==> src/dplpc_pkg.sv <==
package dplpc_pkg;
  // Offsets are printed as indices (not multiples of four): byte address = 4 * index
  localparam logic [11:0] DPLPC_IDX_POWER_DOWN = 12'hA00;
  localparam logic [11:0] DPLPC_IDX_LOOP_MODE = 12'hA01;
  localparam logic [13:0] DPLPC_ADDR_POWER_DOWN = {DPLPC_IDX_POWER_DOWN, 2'h0};
  localparam logic [13:0] DPLPC_ADDR_LOOP_MODE = {DPLPC_IDX_LOOP_MODE, 2'h0};
  localparam logic [13:0] DPLPC_ADDR_STATUS = 14'h2810;
  // Power-down fields
  localparam int DPLPC_PD_SOFT_RESET = 7;
  localparam int DPLPC_PD_OSC = 6;
  localparam int DPLPC_PD_SYSTEM_CLOCK_INPUT_IN = 5;
  localparam int DPLPC_PD_REF_IN = 4;
  localparam int DPLPC_PD_TDC = 3;
  localparam int DPLPC_PD_OUTPUT_ANALOG_PLL = 2;
  localparam int DPLPC_PD_DIST = 1;
  localparam int DPLPC_PD_FULL = 0;
  // Loop-mode fields
  localparam int DPLPC_LM_HOLDOVER = 6;
  localparam int DPLPC_LM_FREERUN = 5;
  localparam int DPLPC_LM_SW_HI = 4;
  localparam int DPLPC_LM_SW_LO = 2;
  localparam int DPLPC_LM_REF_SEL = 0;
  localparam logic [7:0] DPLPC_LM_WMASK = 8'h7D;
  localparam logic [7:0] DPLPC_PD_RESET = 8'h00;
  localparam logic [7:0] DPLPC_LM_RESET = 8'h00;
  // Soft reset pulse length in cycles
  localparam int DPLPC_SOFT_RESET_CYCLES = 4;

  typedef enum logic [2:0]
  {
    DPLPC_SW_AUTO_REVERT = 3'b000,
    DPLPC_SW_AUTO_NONREV = 3'b001,
    DPLPC_SW_MAN_FALLBACK = 3'b010,
    DPLPC_SW_MAN_HOLDOVER = 3'b011,
    DPLPC_SW_FULL_MANUAL = 3'b100
  } dplpc_sw_mode_t;

  typedef enum logic [1:0]
  {
    DPLPC_LOOP_NORMAL = 2'b00,
    DPLPC_LOOP_HOLDOVER = 2'b01,
    DPLPC_LOOP_FREERUN = 2'b10
  } dplpc_loop_t;
endpackage : dplpc_pkg

==> src/dplpc_reg_if.sv <==
`timescale 1ns/1ps
`default_nettype none
interface dplpc_reg_if;
  logic wr_pd;
  logic wr_lm;
  logic [7:0] wdata;
  logic [7:0] pd;
  logic [7:0] lm;
  modport bus (output wr_pd, output wr_lm, output wdata, input pd, input lm);
  modport regs (input wr_pd, input wr_lm, input wdata, output pd, output lm);
endinterface : dplpc_reg_if
`default_nettype wire

==> src/dplpc_ahb_slave.sv <==
`timescale 1ns/1ps
`default_nettype none
module dplpc_ahb_slave
  import dplpc_pkg::*;
(
  // Clock and reset
  input wire logic hclk,
  input wire logic hresetn,
  // AHB-Lite
  input wire logic hsel,
  input wire logic [31:0] haddr,
  input wire logic [1:0] htrans,
  input wire logic hwrite,
  input wire logic [2:0] hsize,
  input wire logic [31:0] hwdata,
  input wire logic hready,
  output logic hreadyout,
  output logic hresp,
  output logic [31:0] hrdata,
  // Register side
  dplpc_reg_if.bus rif,
  input wire logic [7:0] status
);
  typedef struct packed
  {
    logic wr;
    logic [13:0] addr;
    logic [31:0] rdata;
  } dplpc_ahb_st_t;

  dplpc_ahb_st_t st;
  dplpc_ahb_st_t next_st;
  logic take;

  always_comb
  begin
    take = hsel && hready && htrans[1] && (hsize == 3'h2);
    next_st = st;
    // Writes above the mapped window must not alias onto the registers
    next_st.wr = take && hwrite && (haddr[31:14] == 18'h00000);
    next_st.addr = haddr[13:0];
    if (take && !hwrite)
    begin
      // Unmapped addresses read as zero
      if (haddr[31:14] != 18'h00000)
        next_st.rdata = 32'h00000000;
      else if (haddr[13:0] == DPLPC_ADDR_POWER_DOWN)
        next_st.rdata = {24'h000000, rif.pd};
      else if (haddr[13:0] == DPLPC_ADDR_LOOP_MODE)
        next_st.rdata = {24'h000000, rif.lm};
      else if (haddr[13:0] == DPLPC_ADDR_STATUS)
        next_st.rdata = {24'h000000, status};
      else
        next_st.rdata = 32'h00000000;
    end
  end

  always_ff @(posedge hclk or negedge hresetn)
  begin
    if (!hresetn)
      st <= '0;
    else
      st <= next_st;
  end

  assign rif.wr_pd = st.wr && (st.addr == DPLPC_ADDR_POWER_DOWN);
  assign rif.wr_lm = st.wr && (st.addr == DPLPC_ADDR_LOOP_MODE);
  assign rif.wdata = hwdata[7:0];
  assign hreadyout = 1'b1;
  assign hresp = 1'b0;
  assign hrdata = st.rdata;
endmodule : dplpc_ahb_slave
`default_nettype wire

==> src/dplpc_top.sv <==
// How it works
// - Power-down bit 7 pulses an operating-logic reset; register contents survive.
// - Power-down bit 6 sleeps the controlled oscillator; clear after reset.
// - Power-down bit 5 sleeps system clock input and its multiplier PLL.
// - Power-down bit 4 sleeps both reference input receivers.
// - Power-down bit 3 sleeps the time-to-digital converter.
// - Power-down bit 2 sleeps the output analog PLL.
// - Power-down bit 1 sleeps the clock distribution outputs.
// - Power-down bit 0 sleeps the entire device.
// - Loop-mode bit 6 forces holdover; cleared after reset.
// - Forced holdover uses history tuning word if present, else free-run word.
// - Forced holdover holds phase and frequency lock indications unlocked.
// - Loop-mode bit 5 forces free run from the free-run tuning word.
// - Free run beats holdover when both bits are set.
// - Bits 4:2 pick switchover mode, codes 000 to 100; rest unused.
// - Bit 0 picks reference A or B in full manual mode.
//
// The AHB-Lite slave port is this design's own decision.
`timescale 1ns/1ps
`default_nettype none
module dplpc_top
  import dplpc_pkg::*;
#(
  parameter int TW_WIDTH = 24
)
(
  // Clock and reset
  input wire logic hclk,
  input wire logic hresetn,
  // AHB-Lite
  input wire logic hsel,
  input wire logic [31:0] haddr,
  input wire logic [1:0] htrans,
  input wire logic hwrite,
  input wire logic [2:0] hsize,
  input wire logic [31:0] hwdata,
  input wire logic hready,
  output logic hreadyout,
  output logic hresp,
  output logic [31:0] hrdata,
  // Loop inputs, same clock
  input wire logic history_valid,
  input wire logic [TW_WIDTH-1:0] history_tw,
  input wire logic [TW_WIDTH-1:0] freerun_tw,
  input wire logic loop_tw_in_valid,
  input wire logic [TW_WIDTH-1:0] loop_tw,
  input wire logic phase_lock_raw,
  input wire logic freq_lock_raw,
  // Sub-block controls
  output logic soft_reset,
  output logic pd_controlled_oscillator,
  output logic pd_system_clock_input,
  output logic pd_reference_inputs,
  output logic pd_time_to_digital_converter,
  output logic pd_output_analog_pll,
  output logic pd_clock_distribution,
  output logic pd_full_device,
  // Loop control
  output logic [2:0] switchover_mode,
  output logic manual_ref_b,
  output logic [1:0] loop_state,
  output logic [TW_WIDTH-1:0] osc_tw,
  output logic phase_locked,
  output logic freq_locked
);
  if (TW_WIDTH < 1 || TW_WIDTH > 64)
  begin : g_bad_width
    $error("TW_WIDTH out of range");
  end

  typedef struct packed
  {
    logic [7:0] pd;
    logic [7:0] lm;
    logic [2:0] rst_cnt;
    logic [1:0] loop;
    logic [TW_WIDTH-1:0] tw;
    logic plock;
    logic flock;
  } dplpc_top_st_t;

  dplpc_top_st_t st;
  dplpc_top_st_t next_st;
  dplpc_reg_if rif ();
  logic [7:0] status;

  dplpc_ahb_slave u_bus
  (
    .hclk(hclk),
    .hresetn(hresetn),
    .hsel(hsel),
    .haddr(haddr),
    .htrans(htrans),
    .hwrite(hwrite),
    .hsize(hsize),
    .hwdata(hwdata),
    .hready(hready),
    .hreadyout(hreadyout),
    .hresp(hresp),
    .hrdata(hrdata),
    .rif(rif.bus),
    .status(status)
  );

  assign rif.pd = st.pd;
  assign rif.lm = st.lm;
  assign status = {4'h0, st.plock, st.flock, st.loop};

  always_comb
  begin
    next_st = st;
    if (rif.wr_pd)
    begin
      next_st.pd = rif.wdata;
      next_st.pd[DPLPC_PD_SOFT_RESET] = 1'b0;
    end
    // Other power-down writes must not stall the pulse count
    if (rif.wr_pd && rif.wdata[DPLPC_PD_SOFT_RESET])
      next_st.rst_cnt = 3'(DPLPC_SOFT_RESET_CYCLES);
    else if (st.rst_cnt != 3'h0)
      next_st.rst_cnt = st.rst_cnt - 3'h1;
    if (rif.wr_lm)
    begin
      next_st.lm[DPLPC_LM_HOLDOVER] = rif.wdata[DPLPC_LM_HOLDOVER];
      next_st.lm[DPLPC_LM_FREERUN] = rif.wdata[DPLPC_LM_FREERUN];
      next_st.lm[DPLPC_LM_REF_SEL] = rif.wdata[DPLPC_LM_REF_SEL];
      // Unused codes keep the previous mode
      if (rif.wdata[DPLPC_LM_SW_HI:DPLPC_LM_SW_LO] <= 3'b100)
        next_st.lm[DPLPC_LM_SW_HI:DPLPC_LM_SW_LO] =
          rif.wdata[DPLPC_LM_SW_HI:DPLPC_LM_SW_LO];
    end
    if (st.lm[DPLPC_LM_FREERUN])
      next_st.loop = DPLPC_LOOP_FREERUN;
    else if (st.lm[DPLPC_LM_HOLDOVER])
      next_st.loop = DPLPC_LOOP_HOLDOVER;
    else
      next_st.loop = DPLPC_LOOP_NORMAL;
    case (next_st.loop)
      DPLPC_LOOP_FREERUN:
        next_st.tw = freerun_tw;
      DPLPC_LOOP_HOLDOVER:
        next_st.tw = history_valid ? history_tw : freerun_tw;
      default:
        if (loop_tw_in_valid)
          next_st.tw = loop_tw;
    endcase
    // Lock indications forced low outside normal tracking
    next_st.plock = phase_lock_raw && (next_st.loop == DPLPC_LOOP_NORMAL);
    next_st.flock = freq_lock_raw && (next_st.loop == DPLPC_LOOP_NORMAL);
    // Soft reset clears tuning word and locks but not loop_state or the register bank
    if (st.rst_cnt != 3'h0)
    begin
      next_st.tw = '0;
      next_st.plock = 1'b0;
      next_st.flock = 1'b0;
    end
  end

  always_ff @(posedge hclk or negedge hresetn)
  begin
    if (!hresetn)
    begin
      st.pd <= DPLPC_PD_RESET;
      st.lm <= DPLPC_LM_RESET;
      st.rst_cnt <= 3'h0;
      st.loop <= DPLPC_LOOP_NORMAL;
      st.tw <= '0;
      st.plock <= 1'b0;
      st.flock <= 1'b0;
    end
    else
      st <= next_st;
  end

  assign soft_reset = (st.rst_cnt != 3'h0);
  assign pd_controlled_oscillator = st.pd[DPLPC_PD_OSC] | st.pd[DPLPC_PD_FULL];
  assign pd_system_clock_input = st.pd[DPLPC_PD_SYSTEM_CLOCK_INPUT_IN] | st.pd[DPLPC_PD_FULL];
  assign pd_reference_inputs = st.pd[DPLPC_PD_REF_IN] | st.pd[DPLPC_PD_FULL];
  assign pd_time_to_digital_converter = st.pd[DPLPC_PD_TDC] | st.pd[DPLPC_PD_FULL];
  assign pd_output_analog_pll = st.pd[DPLPC_PD_OUTPUT_ANALOG_PLL] | st.pd[DPLPC_PD_FULL];
  assign pd_clock_distribution = st.pd[DPLPC_PD_DIST] | st.pd[DPLPC_PD_FULL];
  assign pd_full_device = st.pd[DPLPC_PD_FULL];
  assign switchover_mode = st.lm[DPLPC_LM_SW_HI:DPLPC_LM_SW_LO];
  assign manual_ref_b = st.lm[DPLPC_LM_REF_SEL];
  assign loop_state = st.loop;
  assign osc_tw = st.tw;
  assign phase_locked = st.plock;
  assign freq_locked = st.flock;
endmodule : dplpc_top
`default_nettype wire
==> config.mk <==
export PLATFORM = sky130hd
export DESIGN_NAME = dplpc_top
export DESIGN_NICKNAME = d
export VERILOG_FILES = /design/src/dplpc_pkg.sv /design/src/dplpc_reg_if.sv /design/src/dplpc_ahb_slave.sv /design/src/dplpc_top.sv
export SDC_FILE = /design/constraint.sdc
export NUM_CORES = 1
export LEC_CHECK = 0
export BUFFER_PORTS_ARGS = -buffer_cell sky130_fd_sc_hd__buf_2
export CAP_MARGIN = 20
export CORE_MARGIN = 8
export CORE_UTILIZATION = 39
export DETAILED_ROUTE_END_ITERATION = 10
export GPL_TIMING_DRIVEN = 0
export PLACE_DENSITY = 0.76
export SKIP_LAST_GASP = 1
export SYNTH_ARGS = -nofsm -noshare
export SYNTH_HDL_FRONTEND = slang
export SYNTH_SLANG_ARGS = --single-unit
export TNS_END_PERCENT = 20
==> constraint.sdc <==
create_clock -name hclk -period 1.7 [get_ports hclk]
set_input_delay 0.17 -clock hclk [delete_from_list [all_inputs] [get_ports hclk]]
set_output_delay 0.17 -clock hclk [all_outputs]
set_load 0.1 [all_outputs]
==> impl_metrics.yaml, run 1 <==
timing:
  fin_crit_ns: 1.72
  tightest_slew_ns: 0.841
  rsz0062_at_grt: "true"
  slew_headroom_pct: 43.9
  setup_ws_ns: -0.0211
  finalSetupViolCount: 22
  skew_ns: 0.0120
  fin_setup_tns_ns: -0.188
  slew_viol_final: 0
  period_share_pct: 101
  hold_violations: 0
  fmax_ghz: 0.581
hold_path:
  hp-class: "input pin to flop"
  holdCritStartpoint: "hwdata[7]"
  whs_path_depth: 2
  holdPathEnd: "st[28]"
route:
  viasPerCell: 4.90
  wire_per_inst_um: 16.9
  drc: 0
  ant_nets: 0
  drt_iter0_markers: 89
  vias: 3472
  drt_first_pass_iters: 4
  wirelength_um: 12000
pwr:
  p_int_w: 0.00306
  swShare_pct: 36.9
  clkPwrFrac_pct: 33.0
  power.net_switching_w: 0.00179
  total_power_w: 0.00484
  p_leak_nw: 2.72
  ir_worst_vdd_mv: 0.495
  power_density_mw_per_mm2: 893
  pwr-share-seq_pct: 35.5
  pwr-share-comb_pct: 31.5
flow_run:
  cap_violations: 0
floorplan:
  io_pins: 224
  row_count: 35
  core-area_mm2: 0.00920
  die_width_um: 113
  start_util_pct: 39.9
  dieArea_mm2: 0.0128
  fp.dieH_um: 113
global_routing:
  grt.overflow.total: 0
  antenna_found_initial: 0
  grt_start_max_net_pins: 67
  grt_pass1_vias: 3812
  grt_pass1_wl_um: 19100
  grt_usage_pct: 18.9
setup_path:
  end_kind: "flop"
  cp_top_family: "simple AND/OR/NAND/NOR gates"
  crit_start: "u_bus.st[44]"
  r2r_start: "u_bus.st[44]"
  critPathKind: "flop to flop"
  cp.required_ns: 1.93
  crit_buf_inv: 1
  cpMaxStageDelayCell: "dfrtp_1"
  r2r_slack_ns: -0.02
  r2r_cells: 5
  max_stage_delay_ns: 0.40
  path_cells: "nor4bb_4 > nand4_1 > buf_4 > or2_4 > mux2_1"
  timing.rr.end: "rif.lm[0]"
  cp-start-kind: "flop"
  worstPathMaxFanout: 6
  worstPathArrival_ns: 1.95
synthesis:
  synth_compound_area_share_pct: 18.9
  ys_types: 49
  netlist_top_cells_area: "dfrtp_1, buf_4, o22a_1"
  syn_area_per_cell_um2: 10.3
  synthFlopType: "dfrtp_1"
  synth-xor-area-share_pct: 0.238
  synth-seq-area-share_pct: 45.0
  synthCells: 357
  yosysWarnings: 0
  syn_area_mm2: 0.00367
  yosys.area.top_type: "dfrtp_1"
  synth_fa_ha_area_share_pct: 0.681
  synth_edf_count: 0
  synth_top_family_by_area: "compound AO/OA/AOI/OAI gates"
  yosys.area.top_type_share_pct: 45.0
  async_flop_share_pct: 100
  yosys.area_share.simple_pct: 14.6
  muxShareOfSynthArea_pct: 4.16
  ys_ff_latch: 66
place:
  routabilityCongestion: 0.856
  io_buffer_count: 171
  hpwl_um: 9470
clock_network:
  root_buffer: "clkbuf_8"
  cts_buffers: 9
  h-tree-depth: 3
  cts.path.max_buffers: 2
  clk_latency_ns: 0.34
  clk_pin_slew_worst_paths_ns: 0.08
  numClockSinks: 66
  cts_tree: "yes"
final_layout:
  area_growth_pct: 47.7
  final_nets: 745
  drive_above_1_share_pct: 53.3
  finalCoreUtilization_pct: 59.0
  n_antenna_cell: 0
status:
  outcome: "complete, but fails checks"
  violations: "negative setup slack"
[flip-flops by register name (all words and copies together) (netlist names)]
register	cells
phase_locked	1
st	3
loop_state	2
u_bus.hrdata	7
freq_locked	1
rif.pd	7
rif.lm	6
u_bus.st	15
osc_tw	24
[cell families (layout without fill, tap and decap cells)]
logic type,Yosys count,in the layout
compound gates,91,91
fa+ha+maj,2,2
mux,14,14
other cells,2,27
buf+inv,90,306
flops,66,66
xor+xnor,1,1
simple gates,91,91
[cells in the mapped netlist, types with 2 or more instances]
cell type,number
a21o_1,2
a21oi_1,2
a22oi_1,3
and2_1,2
buf_2,5
buf_4,63
buf_6,2
clkbuf_1,13
conb_1,2
dfrtp_1,66
ha_1,2
inv_1,6
mux2_1,3
mux2_2,7
mux2i_1,4
nand2_1,36
nand2b_1,5
nor2_1,6
nor2_2,4
nor2b_1,4
nor3_1,3
nor4_1,7
nor4_2,2
o21ai_0,23
o21ai_1,2
o221ai_1,24
o22a_1,26
o31ai_1,3
o31ai_2,3
or2_2,6
or4_4,3
[cell usage in the layout, fill, tap and decap left out, drive strengths merged, types with 10 or more instances in the layout]
master / count
nand2: 36
conb: 27
clkbuf: 21
o22a: 26
mux2: 10
o21ai: 25
nor2: 10
dfrtp: 66
nor4: 10
buf: 257
dlygate4sd3: 15
o221ai: 24
[power groups by stage]
stage                     Combinational (W)  Sequential, W  Clock (W)
after floorplan                     0.00114        0.00175          0
after global placement              0.00147        0.00174          0
after detailed placement            0.00148        0.00175          0
after CTS                           0.00153        0.00172    0.00162
after global routing                0.00160        0.00173    0.00170
final                               0.00153        0.00172    0.00160
[metrics by stage]
stage          cell area, µm²  std cells  worst slack, ns  hold slack [ns]
2_1_floorplan            3800        382           -0.494           -0.126
3_3_place_gp             4790        664           -0.292            0.291
3_5_place_dp             4800        664           -0.386            0.292
4_1_cts                  5390        708          -0.0404           0.0183
5_1_grt                  5430        709           -0.152           0.0236
6_report                 5430        709          -0.0211           0.0358
[repair_timing]
| action | in CTS | in global routing |
|---|---|---|
| gates cloned | 2 | 0 |
| hold buffers | 15 | 0 |
| hold endpoints to repair | 80 | 0 |
| pin swaps | 6 | 0 |
| gates resized for setup | 27 | 9 |
| setup buffers | 12 | 1 |
| setup endpoints to repair | 41 | 43 |
[layer usage]
layer	track usage, %	wire length (µm)
met5	0	0
met4	5.33	124
met3	7.67	1130
met2	34.2	6110
met1	19.7	4590
[how the worst max path moves through the flow]
stage,slack [ns],depth (start not counted),to
after floorplan,-0.49,10,osc_tw[10]
after global placement,-0.29,4,rif.pd[1]
after detailed placement,-0.39,4,rif.pd[3]
after CTS,-0.04,10,osc_tw[4]
after global routing,-0.15,9,osc_tw[3]
final,-0.02,5,rif.lm[0]
[final cells by class]
cell class	instances	area (µm²)
clock buffer	9	124
clock inverter	7	118
fill	810	3770
tap	111	139
multi-input combinational	226	1600
timing repair buffer	201	1160
sequential	66	1650
inverter	6	26.3
buffer	83	604
Note: power is estimated with default switching activity, not from simulation.
==> run 2: changes to the inputs <==
Settings changed: CORE_ASPECT_RATIO set to 0.7.
==> run 2 against run 1 <==
Effect of this change: the flow still finishes with violations (negative setup slack); die area increased by 0.38%; count of clock-buffer cells in the layout increased by 2; combinational power about the same; clock skew decreased by 0.0062 ns; worst setup slack got worse by 0.18 ns; critical path depth increased by 6; power increased by 5.6%; utilization increased by 1.7 points; register-to-register slack got worse by 0.18 ns; sequential share of layout area decreased by 0.59 points; first-iteration DRC count increased by 130%; largest power group is now clock.
==> impl_metrics.yaml, run 2 (synthesis results as in run 1) <==
clock_network:
  numClockSinks: 66
  clk_latency_ns: 0.33
  clk_pin_slew_worst_paths_ns: 0.06
  cts_buffers: 9
  root_buffer: "clkbuf_16"
  cts.path.max_buffers: 2
  cts_tree: "yes"
  h-tree-depth: 3
place:
  hpwl_um: 9670
  io_buffer_count: 171
  place_ws_ns: -0.350
  place_area_mm2: 0.00481
  routabilityCongestion: 0.873
status:
  outcome: "complete, but fails checks"
  violations: "negative setup slack"
route:
  vias: 3529
  wirelength_um: 12600
  wire_per_inst_um: 17.3
  viasPerCell: 4.86
  drt_iter0_markers: 208
  ant_nets: 0
  drc: 0
  drt_first_pass_iters: 4
hold_path:
  holdCritStartpoint: "haddr[4]"
  hp-class: "input pin to flop"
  holdPathEnd: "u_bus.st[36]"
  whs_path_depth: 1
setup_path:
  path_cells: "inv_2 > ha_4 > nor2b_1 > buf_4 > clkinvlp_4 > nor4_4 > buf_6 > buf_12 > buf_8 > nand2_1 > o21ai_1"
  critPathKind: "flop to flop"
  worstPathMaxFanout: 6
  r2r_cells: 11
  worstPathArrival_ns: 2.15
  crit_buf_inv: 6
  path_depth: 11
  cp_top_family: "buffers and inverters"
  crit_start: "st[29]"
  r2r_start: "st[29]"
  r2r_slack_ns: -0.20
  cp-start-kind: "flop"
  cp.required_ns: 1.95
  max_stage_delay_ns: 0.39
  end_kind: "flop"
  timing.rr.end: "osc_tw[7]"
  cpMaxStageDelayCell: "dfrtp_1"
final_layout:
  finalCoreUtilization_pct: 60.7
  n_antenna_cell: 0
  final_nets: 749
  nFillCells: 796
  area_growth_pct: 50.5
  regArea_mm2: 0.00165
  drive_above_1_share_pct: 52.8
  multi_input_area_mm2: 0.00156
  final_common_cell: "buf_2"
  largest_reg_flops: 24
  final_cell_mix: "buf_2, buf_4, dfrtp_1, nand2_1, conb_1"
  final_cell_area_mm2: 0.00553
global_routing:
  grt_usage_pct: 19.2
  grt_pass1_wl_um: 19800
  grt_pass1_vias: 3733
  antenna_found_initial: 1
  grt.overflow.total: 0
  grt_start_max_net_pins: 67
timing:
  tightest_slew_ns: 0.834
  rsz0062_at_grt: "true"
  period_share_pct: 112
  skew_ns: 0.00586
  setup_ws_ns: -0.199
  slew_viol_final: 0
  slew_headroom_pct: 44.4
  finalSetupViolCount: 32
  fin_crit_ns: 1.90
  hold_violations: 0
  fmax_ghz: 0.527
  hold-worst-slack_ns: 0.0193
pwr:
  total_power_w: 0.00511
  ir_worst_vdd_mv: 0.487
  p_leak_nw: 2.79
  power_density_mw_per_mm2: 925
floorplan:
  row_count: 29
  start_util_pct: 40.3
  fp.dieH_um: 97.2
  core-area_mm2: 0.00911
  dieArea_mm2: 0.0128
  die_width_um: 132
  io_pins: 224
flow_run:
  cap_violations: 0
==> run 2: changes by cell type in the layout (fill, tap and decap cells not counted), moves of 3 or more <==
cell / before / now
clkbuf_8: 9 / 3
buf_4: 75 / 82
o21ai_1: 6 / 11
nand2_1: 33 / 36
buf_6: 9 / 5
nand2_2: 3 / 0
clkbuf_16: 0 / 9
o21ai_0: 18 / 14
==> run 2: repair_timing <==
action                                  4_1_cts  5_1_grt
gates cloned                                  1        0
resized for setup                            29        4
pin swaps                                     4        2
hold buffers                                 14        0
endpoints found under the setup margin       41       44
buffers inserted                             16        5
endpoints found under the hold margin        79        0
==> run 2: area by class of cell <==
cell class              instances  area share, %
repair buffers                206           21.9
clock buffers                  11           4.57
flip-flops and latches         66           29.9
plain buffers                  82           11.2
multi-input cells             226           28.3
inverters                       6          0.475
well taps                     124           2.81
clock inverters                 5          0.950
==> run 2: worst max path at each step <==
| stage | to | slack, ns |
|---|---|---|
| after floorplan | osc_tw[10] | -0.49 |
| after global placement | rif.pd[4] | -0.32 |
| after detailed placement | rif.pd[2] | -0.35 |
| after CTS | osc_tw[6] | -0.06 |
| after global routing | osc_tw[6] | -0.30 |
| final | osc_tw[7] | -0.20 |
==> run 2: per-layer routing <==
layer,GRT usage [%],vias to the layer above,wire length (µm)
met5,0,-,10
met4,4.66,2,96
met3,6.71,8,942
met2,32.9,125,6430
met1,22.6,1701,5100
li1,-,1693,-
==> run 2: per-stage QoR <==
step | TNS, ns | instances
after global routing | -7.19 | 726
after global placement | -8.38 | 677
after detailed placement | -9.92 | 677
after floorplan | -12.03 | 382
after CTS | -0.968 | 723
final | -3.88 | 726
==> run 2: power by group <==
group,internal [W],switching [W],total [W]
registers,0.00166,0.0000519,0.00172
logic,0.000428,0.00111,0.00153
clock network,0.00121,0.000658,0.00186
